`config.mk`:
```
export PLATFORM = sky130hd
export DESIGN_NAME = sfdprom_rom
export DESIGN_NICKNAME = d
export VERILOG_FILES = /design/src/design/sfdprom_pkg.sv /design/src/design/sfdprom_rom.sv /design/src/design/sfdprom_table.sv
export VERILOG_INCLUDE_DIRS = /design/src /design/src/design
export SDC_FILE = /design/constraint.sdc
export NUM_CORES = 1
export LEC_CHECK = 0
export BUFFER_PORTS_ARGS = -buffer_cell sky130_fd_sc_hd__buf_2
export CORE_MARGIN = 5
export CORE_UTILIZATION = 35
export DETAILED_ROUTE_END_ITERATION = 10
export GPL_ROUTABILITY_DRIVEN = 0
export GPL_TIMING_DRIVEN = 1
export PLACE_DENSITY_LB_ADDON = 0.05
export SLEW_MARGIN = 5
export SYNTH_ARGS = -nofsm -noshare
export SYNTH_HDL_FRONTEND = slang
export SYNTH_SLANG_ARGS = --single-unit
```
`constraint.sdc`:
```
create_clock -name sys_clk -period 3.7 [get_ports sys_clk]
set_clock_uncertainty 0.1 [all_clocks]
set_input_delay 0.37 -clock sys_clk [delete_from_list [all_inputs] [get_ports sys_clk]]
set_output_delay 0.37 -clock sys_clk [all_outputs]
set_load 0.05 [all_outputs]
```
`src/design/sfdprom_defs.svh`:
```
// Constants for the parameter table byte store: address range, byte values, field positions.
// Assumes inclusion by name from design files that need the table contents.
`ifndef SFDPROM_DEFS_SVH
`define SFDPROM_DEFS_SVH

`define SFDPROM_CMD_READ        8'h5a
`define SFDPROM_ADDR_FIRST      8'h34
`define SFDPROM_ADDR_LAST       8'h53
`define SFDPROM_FILL            8'hff
`define SFDPROM_WAIT_LSB        0
`define SFDPROM_WAIT_MSB        4
`define SFDPROM_MODE_LSB        5
`define SFDPROM_MODE_MSB        7
`define SFDPROM_DENSITY         32'h03ffffff
`define SFDPROM_Q44_WAIT        5'h04
`define SFDPROM_Q44_MODE        3'h2
`define SFDPROM_Q44_OPC         8'heb
`define SFDPROM_Q14_WAIT        5'h08
`define SFDPROM_Q14_MODE        3'h0
`define SFDPROM_Q14_OPC         8'h6b
`define SFDPROM_D12_WAIT        5'h08
`define SFDPROM_D12_MODE        3'h0
`define SFDPROM_D12_OPC         8'h3b
`define SFDPROM_D22_WAIT        5'h02
`define SFDPROM_D22_MODE        3'h2
`define SFDPROM_D22_OPC         8'hbb
`define SFDPROM_ALLMODE_SUPPORT 8'hfe
`define SFDPROM_A2_DESC         8'h00
`define SFDPROM_A2_OPC          8'hff
`define SFDPROM_A4_WAIT         5'h04
`define SFDPROM_A4_MODE         3'h2
`define SFDPROM_A4_OPC          8'heb
`define SFDPROM_SEC1_SIZE       8'h0c
`define SFDPROM_SEC1_OPC        8'h20
`define SFDPROM_SEC2_SIZE       8'h0f
`define SFDPROM_SEC2_OPC        8'h52
`define SFDPROM_SEC3_SIZE       8'h10
`define SFDPROM_SEC3_OPC        8'hd8
`define SFDPROM_SEC4_SIZE       8'h00
`define SFDPROM_SEC4_OPC        8'hff

`endif

```
`src/design/sfdprom_pkg.sv`:
```
// Types shared by the parameter table store.
// Assumes the constants header provides the values.
package sfdprom_pkg;

    typedef logic [7:0] sfdprom_byte_t;

    // Fast-read descriptor byte: mode bits above wait-state count
    typedef struct packed {
        logic [2:0] modeBits;
        logic [4:0] waitClocks;
    } sfdprom_desc_s;

    // Host request: start strobe with address, then advance strobes
    typedef struct packed {
        logic          start;
        logic          advance;
        sfdprom_byte_t addr;
    } sfdprom_req_s;

    typedef enum logic [1:0] {
        SFDPROM_IDLE = 2'b01,
        SFDPROM_BUSY = 2'b10
    } sfdprom_state_e;

endpackage : sfdprom_pkg

```
`src/design/sfdprom_rom.sv`:
```
// Parameter table byte server: host starts a read at an address, then pulls bytes.
// Assumes the command decoder sits on sys_clk and issues start/advance strobes.
`timescale 1ns/1ps
`include "sfdprom_defs.svh"

// Notes on behaviour
// - Parameter-read command 5AH returns the stored table byte at each address.
// - Wait-state count zero means dummy clocks unsupported; nonzero gives the count.
// - Byte 38H bits 4:0 report four dummy clocks for quad-address quad-data read.
// - Byte 38H mode bits report 010b so the byte reads 44H.
// - Byte 39H returns opcode EBH for quad-address quad-data read.
// - Single-address quad-data descriptor reports eight dummy clocks, no mode bits: 08H.
// - Byte 3BH returns opcode 6BH for single-address quad-data read.
// - Single-address dual-data descriptor reports eight dummy clocks, no mode bits: 08H.
// - Byte 3DH returns opcode 3BH for single-address dual-data read.
// - Byte 3EH reports two dummy clocks and 010b mode bits: 42H.
// - Byte 3FH returns opcode BBH for dual-address dual-data read.
// - Byte 40H returns FEH: all-dual unsupported, all-quad supported.
// - All-dual descriptor reads 00H and its opcode byte 47H reads FFH.
// - Byte 4AH reports four dummy clocks and 010b mode bits: 44H.
// - Byte 4BH returns opcode EBH for all-quad read.
// - Sector size field is exponent N, 2^N bytes; zero means absent.
// - Sector type one: size 0CH at 4CH, erase opcode 20H at 4DH.
// - Sector type two: size 0FH, erase opcode 52H at 4FH.
// - Sector type three: size 10H, erase opcode D8H at 51H.
// - Sector type four absent: size 00H, opcode at 53H reads FFH.
module sfdprom_rom #(
    parameter int ADDR_W = 8
) (
    // Clock and reset
    input  wire logic                       sys_clk,
    input  wire logic                       rst_n,
    input  wire logic                       clkEn,
    // Host request
    input  wire logic [7:0]                 cmdCode,
    input  sfdprom_pkg::sfdprom_req_s       hostReq,
    input  wire logic                       readEnd,
    // Answer
    output logic                            dataValid,
    output sfdprom_pkg::sfdprom_byte_t      dataByte,
    output logic [ADDR_W-1:0]               curAddr,
    output logic                            busy
);

    sfdprom_pkg::sfdprom_state_e state_ff;
    logic [ADDR_W-1:0]           addr_ff;
    logic [ADDR_W-1:0]           tblAddr;
    logic                        fetch_ff;
    logic                        dataValid_ff;
    logic                        busy_ff;
    logic                        accept;
    logic                        step;
    sfdprom_pkg::sfdprom_byte_t  tblData;

    // Start only with the parameter-read opcode; other commands belong elsewhere
    assign accept = hostReq.start && (cmdCode == `SFDPROM_CMD_READ);
    assign step   = hostReq.advance && (state_ff == sfdprom_pkg::SFDPROM_BUSY);

    // Table is addressed with the next address so the byte lands one cycle later
    always_comb begin
        if (accept) begin
            tblAddr = hostReq.addr[ADDR_W-1:0];
        end else if (step) begin
            tblAddr = ADDR_W'(addr_ff + 1'b1);
        end else begin
            tblAddr = addr_ff;
        end
    end

    always_ff @(posedge sys_clk) begin
        if (!rst_n) begin
            state_ff <= sfdprom_pkg::SFDPROM_IDLE;
        end else if (clkEn) begin
            case (state_ff)
                sfdprom_pkg::SFDPROM_IDLE: begin
                    if (accept) begin
                        state_ff <= sfdprom_pkg::SFDPROM_BUSY;
                    end
                end
                sfdprom_pkg::SFDPROM_BUSY: begin
                    if (readEnd && !accept) begin
                        state_ff <= sfdprom_pkg::SFDPROM_IDLE;
                    end
                end
                default: state_ff <= sfdprom_pkg::SFDPROM_IDLE;
            endcase
        end
    end

    // Busy kept in its own flop so the output is not decoded from the state
    always_ff @(posedge sys_clk) begin
        if (!rst_n) begin
            busy_ff <= 1'b0;
        end else if (clkEn) begin
            if (accept) begin
                busy_ff <= 1'b1;
            end else if (readEnd) begin
                busy_ff <= 1'b0;
            end
        end
    end

    always_ff @(posedge sys_clk) begin
        if (!rst_n) begin
            addr_ff <= '0;
        end else if (clkEn) begin
            addr_ff <= tblAddr;
        end
    end

    // Wrap past FFH is harmless: every byte outside the covered range reads FFH
    always_ff @(posedge sys_clk) begin
        if (!rst_n) begin
            fetch_ff     <= 1'b0;
            dataValid_ff <= 1'b0;
        end else if (clkEn) begin
            fetch_ff     <= accept || step;
            dataValid_ff <= fetch_ff;
        end
    end

    sfdprom_table #(
        .ADDR_W (ADDR_W)
    ) u_table (
        .sys_clk (sys_clk),
        .clkEn   (clkEn),
        .rdAddr  (tblAddr),
        .rdData  (tblData)
    );

    // Output register holds the last byte so the host can sample at leisure
    sfdprom_pkg::sfdprom_byte_t dataByte_ff;
    always_ff @(posedge sys_clk) begin
        if (!rst_n) begin
            dataByte_ff <= `SFDPROM_FILL;
        end else if (clkEn && fetch_ff) begin
            dataByte_ff <= tblData;
        end
    end

    assign dataValid = dataValid_ff;
    assign dataByte  = dataByte_ff;
    assign curAddr   = addr_ff;
    assign busy      = busy_ff;

    // Reference address for the byte now in dataByte
    logic [ADDR_W-1:0] fetchAddr_ff;
    logic [ADDR_W-1:0] shownAddr_ff;
    always_ff @(posedge sys_clk) begin
        if (!rst_n) begin
            fetchAddr_ff <= '0;
            shownAddr_ff <= '0;
        end else if (clkEn) begin
            fetchAddr_ff <= tblAddr;
            if (fetch_ff) begin
                shownAddr_ff <= fetchAddr_ff;
            end
        end
    end

    chk_desc_38: assert property (@(posedge sys_clk) disable iff (!rst_n)
        dataValid && shownAddr_ff == ADDR_W'(8'h38) |-> dataByte == 8'h44)
        else $error("Byte 38H not 44H");
    chk_wait_38: assert property (@(posedge sys_clk) disable iff (!rst_n)
        dataValid && shownAddr_ff == ADDR_W'(8'h38) |-> dataByte[4:0] == 5'h04)
        else $error("Byte 38H wait count wrong");
    chk_opc_39: assert property (@(posedge sys_clk) disable iff (!rst_n)
        dataValid && shownAddr_ff == ADDR_W'(8'h39) |-> dataByte == 8'heb)
        else $error("Byte 39H not EBH");
    chk_desc_3a: assert property (@(posedge sys_clk) disable iff (!rst_n)
        dataValid && shownAddr_ff == ADDR_W'(8'h3a) |-> dataByte == 8'h08)
        else $error("Byte 3AH not 08H");
    chk_opc_3b: assert property (@(posedge sys_clk) disable iff (!rst_n)
        dataValid && shownAddr_ff == ADDR_W'(8'h3b) |-> dataByte == 8'h6b)
        else $error("Byte 3BH not 6BH");
    chk_desc_3c: assert property (@(posedge sys_clk) disable iff (!rst_n)
        dataValid && shownAddr_ff == ADDR_W'(8'h3c) |-> dataByte == 8'h08)
        else $error("Byte 3CH not 08H");
    chk_opc_3d: assert property (@(posedge sys_clk) disable iff (!rst_n)
        dataValid && shownAddr_ff == ADDR_W'(8'h3d) |-> dataByte == 8'h3b)
        else $error("Byte 3DH not 3BH");
    chk_desc_3e: assert property (@(posedge sys_clk) disable iff (!rst_n)
        dataValid && shownAddr_ff == ADDR_W'(8'h3e) |-> dataByte == 8'h42)
        else $error("Byte 3EH not 42H");
    chk_opc_3f: assert property (@(posedge sys_clk) disable iff (!rst_n)
        dataValid && shownAddr_ff == ADDR_W'(8'h3f) |-> dataByte == 8'hbb)
        else $error("Byte 3FH not BBH");
    chk_mode_40: assert property (@(posedge sys_clk) disable iff (!rst_n)
        dataValid && shownAddr_ff == ADDR_W'(8'h40) |-> dataByte == 8'hfe)
        else $error("Byte 40H not FEH");
    chk_all_dual: assert property (@(posedge sys_clk) disable iff (!rst_n)
        dataValid && shownAddr_ff == ADDR_W'(8'h47) |-> dataByte == 8'hff)
        else $error("Byte 47H not FFH");
    chk_desc_4a: assert property (@(posedge sys_clk) disable iff (!rst_n)
        dataValid && shownAddr_ff == ADDR_W'(8'h4a) |-> dataByte == 8'h44)
        else $error("Byte 4AH not 44H");
    chk_opc_4b: assert property (@(posedge sys_clk) disable iff (!rst_n)
        dataValid && shownAddr_ff == ADDR_W'(8'h4b) |-> dataByte == 8'heb)
        else $error("Byte 4BH not EBH");
    chk_sector_one: assert property (@(posedge sys_clk) disable iff (!rst_n)
        dataValid && shownAddr_ff == ADDR_W'(8'h4d) |-> dataByte == 8'h20)
        else $error("Byte 4DH not 20H");
    chk_sector_two: assert property (@(posedge sys_clk) disable iff (!rst_n)
        dataValid && shownAddr_ff == ADDR_W'(8'h4f) |-> dataByte == 8'h52)
        else $error("Byte 4FH not 52H");
    chk_sector_three: assert property (@(posedge sys_clk) disable iff (!rst_n)
        dataValid && shownAddr_ff == ADDR_W'(8'h51) |-> dataByte == 8'hd8)
        else $error("Byte 51H not D8H");
    chk_sector_four: assert property (@(posedge sys_clk) disable iff (!rst_n)
        dataValid && shownAddr_ff == ADDR_W'(8'h52) |-> dataByte == 8'h00)
        else $error("Byte 52H not 00H");
    chk_sector_one_size: assert property (@(posedge sys_clk) disable iff (!rst_n)
        dataValid && shownAddr_ff == ADDR_W'(8'h4c) |-> dataByte == 8'h0c)
        else $error("Byte 4CH not 0CH");
    chk_sector_two_size: assert property (@(posedge sys_clk) disable iff (!rst_n)
        dataValid && shownAddr_ff == ADDR_W'(8'h4e) |-> dataByte == 8'h0f)
        else $error("Byte 4EH not 0FH");
    chk_sector_four_opc: assert property (@(posedge sys_clk) disable iff (!rst_n)
        dataValid && shownAddr_ff == ADDR_W'(8'h53) |-> dataByte == 8'hff)
        else $error("Byte 53H not FFH");
    chk_dual_desc: assert property (@(posedge sys_clk) disable iff (!rst_n)
        dataValid && shownAddr_ff == ADDR_W'(8'h46) |-> dataByte == 8'h00)
        else $error("Byte 46H not 00H");
    chk_density_msb: assert property (@(posedge sys_clk) disable iff (!rst_n)
        dataValid && shownAddr_ff == ADDR_W'(8'h37) |-> dataByte == 8'h03)
        else $error("Density high byte wrong");
    chk_busy_state: assert property (@(posedge sys_clk) disable iff (!rst_n)
        busy == (state_ff == sfdprom_pkg::SFDPROM_BUSY))
        else $error("Busy flag out of step with state");
    chk_sector_size: assert property (@(posedge sys_clk) disable iff (!rst_n)
        dataValid && shownAddr_ff == ADDR_W'(8'h50) |-> dataByte == 8'h10)
        else $error("Byte 50H not 10H");
    chk_density_lsb: assert property (@(posedge sys_clk) disable iff (!rst_n)
        dataValid && shownAddr_ff == ADDR_W'(8'h34) |-> dataByte == 8'hff)
        else $error("Density low byte wrong");
    chk_unused_fill: assert property (@(posedge sys_clk) disable iff (!rst_n)
        dataValid && shownAddr_ff == ADDR_W'(8'h41) |-> dataByte == 8'hff)
        else $error("Unused byte not FFH");
    chk_wait_zero: assert property (@(posedge sys_clk) disable iff (!rst_n)
        dataValid && shownAddr_ff == ADDR_W'(8'h46) |-> dataByte[4:0] == 5'h00)
        else $error("Unsupported mode wait count not zero");
    chk_addr_step: assert property (@(posedge sys_clk) disable iff (!rst_n)
        clkEn && step && !accept |=> curAddr == ADDR_W'($past(curAddr) + 1'b1))
        else $error("Address did not advance");
    chk_read_lat: assert property (@(posedge sys_clk) disable iff (!rst_n)
        clkEn && accept ##1 clkEn |=> dataValid)
        else $error("No byte two cycles after start");

    cov_start: cover property (@(posedge sys_clk) disable iff (!rst_n) accept);
    cov_burst: cover property (@(posedge sys_clk) disable iff (!rst_n)
        accept ##1 step ##1 step ##1 step);
    cov_end:   cover property (@(posedge sys_clk) disable iff (!rst_n) busy ##1 !busy);

endmodule : sfdprom_rom

```
`src/design/sfdprom_table.sv`:
```
// Byte table memory covering table addresses 34H..53H, registered read.
// Assumes a synchronous caller on sys_clk; read data follow one cycle after the address.
`timescale 1ns/1ps
`include "sfdprom_defs.svh"

module sfdprom_table #(
    parameter int ADDR_W = 8
) (
    // Clock
    input  wire logic                       sys_clk,
    input  wire logic                       clkEn,
    // Read port
    input  wire logic [ADDR_W-1:0]          rdAddr,
    output sfdprom_pkg::sfdprom_byte_t      rdData
);

    localparam logic [31:0] DENSITY = `SFDPROM_DENSITY;

    function automatic sfdprom_pkg::sfdprom_byte_t desc(input logic [2:0] mb, input logic [4:0] wc);
        sfdprom_pkg::sfdprom_desc_s d;
        d.modeBits   = mb;
        d.waitClocks = wc;
        return d;
    endfunction : desc

    sfdprom_pkg::sfdprom_byte_t nxtData;
    sfdprom_pkg::sfdprom_byte_t rdData_ff;

    always_comb begin
        case (rdAddr[7:0])
            8'h34: nxtData = DENSITY[7:0];
            8'h35: nxtData = DENSITY[15:8];
            8'h36: nxtData = DENSITY[23:16];
            8'h37: nxtData = DENSITY[31:24];
            8'h38: nxtData = desc(`SFDPROM_Q44_MODE, `SFDPROM_Q44_WAIT);
            8'h39: nxtData = `SFDPROM_Q44_OPC;
            8'h3a: nxtData = desc(`SFDPROM_Q14_MODE, `SFDPROM_Q14_WAIT);
            8'h3b: nxtData = `SFDPROM_Q14_OPC;
            8'h3c: nxtData = desc(`SFDPROM_D12_MODE, `SFDPROM_D12_WAIT);
            8'h3d: nxtData = `SFDPROM_D12_OPC;
            8'h3e: nxtData = desc(`SFDPROM_D22_MODE, `SFDPROM_D22_WAIT);
            8'h3f: nxtData = `SFDPROM_D22_OPC;
            8'h40: nxtData = `SFDPROM_ALLMODE_SUPPORT;
            8'h46: nxtData = `SFDPROM_A2_DESC;
            8'h47: nxtData = `SFDPROM_A2_OPC;
            8'h4a: nxtData = desc(`SFDPROM_A4_MODE, `SFDPROM_A4_WAIT);
            8'h4b: nxtData = `SFDPROM_A4_OPC;
            8'h4c: nxtData = `SFDPROM_SEC1_SIZE;
            8'h4d: nxtData = `SFDPROM_SEC1_OPC;
            8'h4e: nxtData = `SFDPROM_SEC2_SIZE;
            8'h4f: nxtData = `SFDPROM_SEC2_OPC;
            8'h50: nxtData = `SFDPROM_SEC3_SIZE;
            8'h51: nxtData = `SFDPROM_SEC3_OPC;
            8'h52: nxtData = `SFDPROM_SEC4_SIZE;
            8'h53: nxtData = `SFDPROM_SEC4_OPC;
            default: nxtData = `SFDPROM_FILL;
        endcase
    end

    always_ff @(posedge sys_clk) begin
        if (clkEn) begin
            rdData_ff <= nxtData;
        end
    end

    assign rdData = rdData_ff;

endmodule : sfdprom_table

```
==> out/results.ini, run 1 <==
[placed_design]
portBuffers = 39
post_dp_cell_area_mm2 = 0.00233
dpl.hpwl_um = 4390
post-place-cells = 365

[global_routing]
antenna_found_initial = 0
grt_start_max_net_pins = 23
grt_pass1_vias = 1833
grt_usage_pct = 16.0
grt_first_pass_wirelength_um = 9490
grt_overflow = 0

[sta]
tightest_slew_ns = 0.715
final.min_clock_period_ns = 3.05
rsz0062_at_grt = false
fin_crit_sh_pct = 82.4
setup_violations = 0
slew-limit-headroom_pct = 52.0
fmax_mhz = 328
final.setup.tns_ns = 0
hold_violations = 0
slew_violations = 0

[routing]
via_per_inst = 5.40
vias = 2014
drt-initial-drc-count = 130
drc = 0
firstDrtPassIters = 4
wl_per_cell_um = 15.2
totalWireLength_um = 5690
ant_nets = 0

[power_and_ir_drop]
powerDensity_mw_per_mm2 = 266
leakage_nw = 0.883
vdd.ir_drop.worst_uv = 152

[layout]
layout-drive-gt1-share_pct = 22.8
final_common_cell = nand2_1
fin_area_mm2 = 0.00242
fin_cells = 373
area_delta_synth_final_pct = 17.0
diodes = 0
final_cell_mix = nand2_1, buf_2, nand3_1, dfxtp_1, nor2_1
nets = 320

[hold_path]
hold_path_end = busy$_SDFFE_PN0P_
hold_depth = 4
holdCritStartpoint = readEnd
hold_path.class = input pin to register

[setup_path]
crit_type = register to register
path_max_fanout = 14
rr_startpoint = curAddr[2]$_SDFFE_PN0P_
rr_worst_depth = 8
r2r-end = u_table.rdData[4]$_DFFE_PP_
crit_path_start_kind = register
critPathCaptureType = register
worstPathArrival_ns = 2.96
ff2ff_setup_slack_ns = 0.65
critical_path_required_ns = 3.61

[cts]
clk_latency_ns = 0.28
postCtsHoldBufs = 0
clockBufferDepth = 2
cts_post_setup_buffers_inserted = 0
cts_tree = done
htree_levels = 2
postCtsResizedCells = 0
numCtsBuffers = 5
clock-sinks = 29
clk_pin_slew_worst_paths_ns = 0.06
clock-root-buffer = clkbuf_8

[synth]
syn_avg_cell_area_um2 = 8.04
synth_nets = 280
ys.flop_type = dfxtp_1
ys_types = 54
synth-seq-cells = 29
async_flop_share_pct = 0
synth_seq_area_share_pct = 32.0
ys_warn_count = 0
syn_area_mm2 = 0.00207
syn_inst = 257
synth_edf_count = 8

[floorplan]
die-area_mm2 = 0.00754
io_pins = 40
start_util_pct = 35.5
core_area_mm2 = 0.00582
die_h_um = 86.8
placementRows = 28
die_w_um = 86.8

[status]
status = finished, final reports clean

[job]
cap_viol_max_count = 0

[how the worst max path moves through the flow]
stage,startpoint,slack (ns),cells after the start,endpoint
floorplan,curAddr[1]$_SDFFE_PN0P_,0.63,10,u_table.rdData[4]$_DFFE_PP_
CTS,curAddr[0]$_SDFFE_PN0P_,0.67,9,u_table.rdData[4]$_DFFE_PP_
finish,curAddr[2]$_SDFFE_PN0P_,0.65,8,u_table.rdData[4]$_DFFE_PP_
global placement,cmdCode[0],0.52,9,u_table.rdData[4]$_DFFE_PP_
detailed placement,cmdCode[0],0.54,9,u_table.rdData[4]$_DFFE_PP_
global route,curAddr[2]$_SDFFE_PN0P_,0.36,8,u_table.rdData[3]$_DFFE_PP_
[area by class of cell]
class | instances | area, µm²
fill | 632 | 3400
clock inverter | 3 | 17.5
clock buffer | 5 | 68.8
tap | 75 | 93.8
inverter | 4 | 15.0
multi-input combinational | 214 | 1340
timing repair buffer | 43 | 225
sequential | 29 | 661
[stage by stage]
step                setup slack, ns  hold slack [ns]  total power, mW  utilization (%)
detailed placement            0.541            0.341            0.400             40.1
finish                        0.653            0.321            0.643             41.5
floorplan                     0.632            0.333            0.375                -
global placement              0.522            0.341            0.400             40.1
global route                  0.361            0.357            0.674             41.5
CTS                           0.675            0.322            0.654             41.5
[critical path, cell delays in order, from the launching register on]
cell       delay, ns
dfxtp_1         0.44
nand4b_2        0.34
nor3_1          0.53
o31ai_4         0.20
nor4_4          0.50
nand3_1         0.13
o211ai_1        0.14
nand4bb_2       0.25
o2111ai_2       0.14
[state kept, by name (all words and copies together) (netlist names)]
name            cells
curAddr             8
dataByte            8
u_table.rdData      8
state_ff            2
busy                1
dataValid           1
fetch_ff            1
[logic make-up (layout without fill, tap and decap cells)]
kind of cell               after synthesis  in the layout  share of synthesized area [%]
adders and majority gates                1              1                          0.606
buffers and inverters                   14             55                           3.39
muxes                                   11             11                           5.51
AOI/OAI and AO/OA                       54             54                           19.2
and+or+nand+nor                        144            144                           37.6
xor gates and xnor gates                 4              4                           1.70
DFF                                     29             29                           32.0
[Yosys cell counts (4+ instances only)]
library cell,count,area share [%]
mux2i_1,8,3.9
nand2_1,45,8.2
o21a_1,5,1.8
o211ai_1,5,1.8
nor2b_1,9,2.7
o21ai_0,11,2.7
edfxtp_1,8,12
a21boi_0,4,1.5
nand2b_1,5,1.5
clkbuf_1,4,0.73
nor4_1,5,1.5
nand3_1,23,5.6
nor3_1,6,1.5
a21oi_1,11,2.7
and2_1,6,1.8
nor2_1,18,3.3
dfxtp_1,21,20
nand4_1,6,1.8
a31oi_1,4,1.2
[where the power goes]
part           switching, mW  internal [mW]
logic                 0.0405         0.0201
clock network          0.121          0.129
registers            0.00209          0.330
[routing by layer]
metal,wire [µm],track usage [%],share of wire (%)
met2,2330,22.7,41
met3,335,2.19,5.9
met1,2950,24.3,52
met4,71,5.52,1.2
met5,0,0,0
No activity file was read; power rests on OpenSTA's default activity.
==> inputs of run 2 (changes only) <==
- clock period: 3.7 -> 2.9 ns (I/O delays scaled with it)
==> run 2 against run 1 <==
Against the previous run:
- largest power group unchanged
- critical endpoint unchanged
- via count up 0.30%
- die area stayed put
- routed wire length is 1.2% higher
- power grew 41%
- first-iteration DRC count decreased by 38%
- largest cell class unchanged
==> out/results.ini, run 2 (synthesized netlist as in run 1, its figures left out) <==
[floorplan]
placementRows = 28
die_h_um = 86.8
start_util_pct = 35.5
die-area_mm2 = 0.00754
io_pins = 40
core_area_mm2 = 0.00582
die_w_um = 86.8

[global_routing]
grt_overflow = 0
grt_pass1_vias = 2079
grt_start_max_net_pins = 23
grt_usage_pct = 16.0
grt_first_pass_wirelength_um = 9670
antenna_found_initial = 0

[setup_path]
ff2ff_setup_slack_ns = 0.14
cp_common_cell = nand4_1
critical_path_required_ns = 2.81
cp_slowest_cell = dfxtp_2
critPathCaptureType = register
path_max_fanout = 8
worstPathArrival_ns = 2.67
crit_type = register to register
crit_path_start_kind = register
cpPeakStageDelay_ns = 0.37
crit_chain = ha_2 -> nand4_1 -> or3_1 -> and2_1 -> o31ai_4 -> nand4_1 -> o211ai_1 -> nand4bb_4 -> o2111ai_2

[layout]
area_delta_synth_final_pct = 28.9
diodes = 0
utilization_pct = 45.8
final_cell_mix = nand2_1, buf_2, nand3_1, buf_4, nor2_1
nets = 340
final_common_cell = nand2_1
layout-drive-gt1-share_pct = 30.5

[cts]
clock-sinks = 29
clock-root-buffer = clkbuf_8
clk_latency_ns = 0.27
htree_levels = 2
cts_tree = done
clk_pin_slew_worst_paths_ns = 0.06
postCtsHoldBufs = 0
clockBufferDepth = 2
numCtsBuffers = 5

[power_and_ir_drop]
swShare_pct = 22.5
powerDensity_mw_per_mm2 = 339
p_int_uw = 700
p_clk_share_pct = 44.4
vdd.ir_drop.worst_uv = 214
pwr-share-comb_pct = 8.7
p_switching_uw = 203
p_seq_share_pct = 46.9
leakage_nw = 1.02
finalPower_uw = 903

[routing]
wl_per_cell_um = 14.6
drt-initial-drc-count = 80
firstDrtPassIters = 4
via_per_inst = 5.14
totalWireLength_um = 5750
ant_nets = 0
drc = 0
vias = 2020

[sta]
fin_crit_sh_pct = 95.0
hold_violations = 0
slew_violations = 0
hold_ws_ns = 0.229
final.min_clock_period_ns = 2.76
final.setup.tns_ns = 0
slew-limit-headroom_pct = 60.2
tightest_slew_ns = 0.597
setup_violations = 0
fmax_mhz = 363

[hold_path]
hold_path.class = input pin to register

[job]
cap_viol_max_count = 0

[status]
status = finished, final reports clean

[placed_design]
portBuffers = 39
dpl.hpwl_um = 4440

[run 2: per-layer routing]
metal	up-vias	share of wire, %	GRT usage, %
met3	5	4.9	2.66
met5	-	0	0
met1	913	51	22.9
met2	41	43	24.7
li1	1061	-	-
met4	0	1.1	4.53
[run 2: power groups by stage]
stage | Clock [mW] | Sequential [mW] | Combinational (mW)
final | 0.401 | 0.424 | 0.0785
after global routing | 0.433 | 0.424 | 0.0864
after CTS | 0.416 | 0.424 | 0.0787
after detailed placement | 0 | 0.433 | 0.0787
after global placement | 0 | 0.432 | 0.0784
after floorplan | 0 | 0.450 | 0.0285
[run 2: cell type report]
| class | count | area, µm² |
|---|---|---|
| multi-input combinational | 214 | 1390 |
| timing repair buffer | 63 | 388 |
| clock buffer | 6 | 72.6 |
| fill | 618 | 3150 |
| clock inverter | 2 | 33.8 |
| inverter | 4 | 15.0 |
| sequential | 29 | 668 |
| tap | 75 | 93.8 |
[run 2: worst max-delay path: cells and delay by family (launching register included)]
kind	cells	cell delay, ns
fa+ha+maj	1	0.22
compound gates	3	0.71
flops	1	0.37
simple gates	5	1.12
[run 2: final timing paths]
path              depth (start not counted)                     endpoint                startpoint
hold reg to reg                           2     dataByte[5]$_SDFFE_PN1P_  dataByte[5]$_SDFFE_PN1P_
setup / recovery                          9  u_table.rdData[4]$_DFFE_PP_   curAddr[0]$_SDFFE_PN0P_
hold / removal                            4            busy$_SDFFE_PN0P_                   readEnd
setup reg to reg                          9  u_table.rdData[4]$_DFFE_PP_   curAddr[0]$_SDFFE_PN0P_
[run 2: per-stage QoR]
step                      std cells  setup WS [ns]  instance area, µm²
after floorplan                 257         0.0595                2070
after detailed placement        384         0.0295                2490
after global routing            393        -0.0138                2660
after global placement          384         0.0552                2490
final                           393          0.144                2660
after CTS                       392         0.0125                2600
[run 2: what timing repair did]
| item | CTS | global route |
|---|---|---|
| buffers inserted | 0 | 1 |
| gates resized for setup | 0 | 8 |
| endpoints found under the setup margin | 0 | 8 |
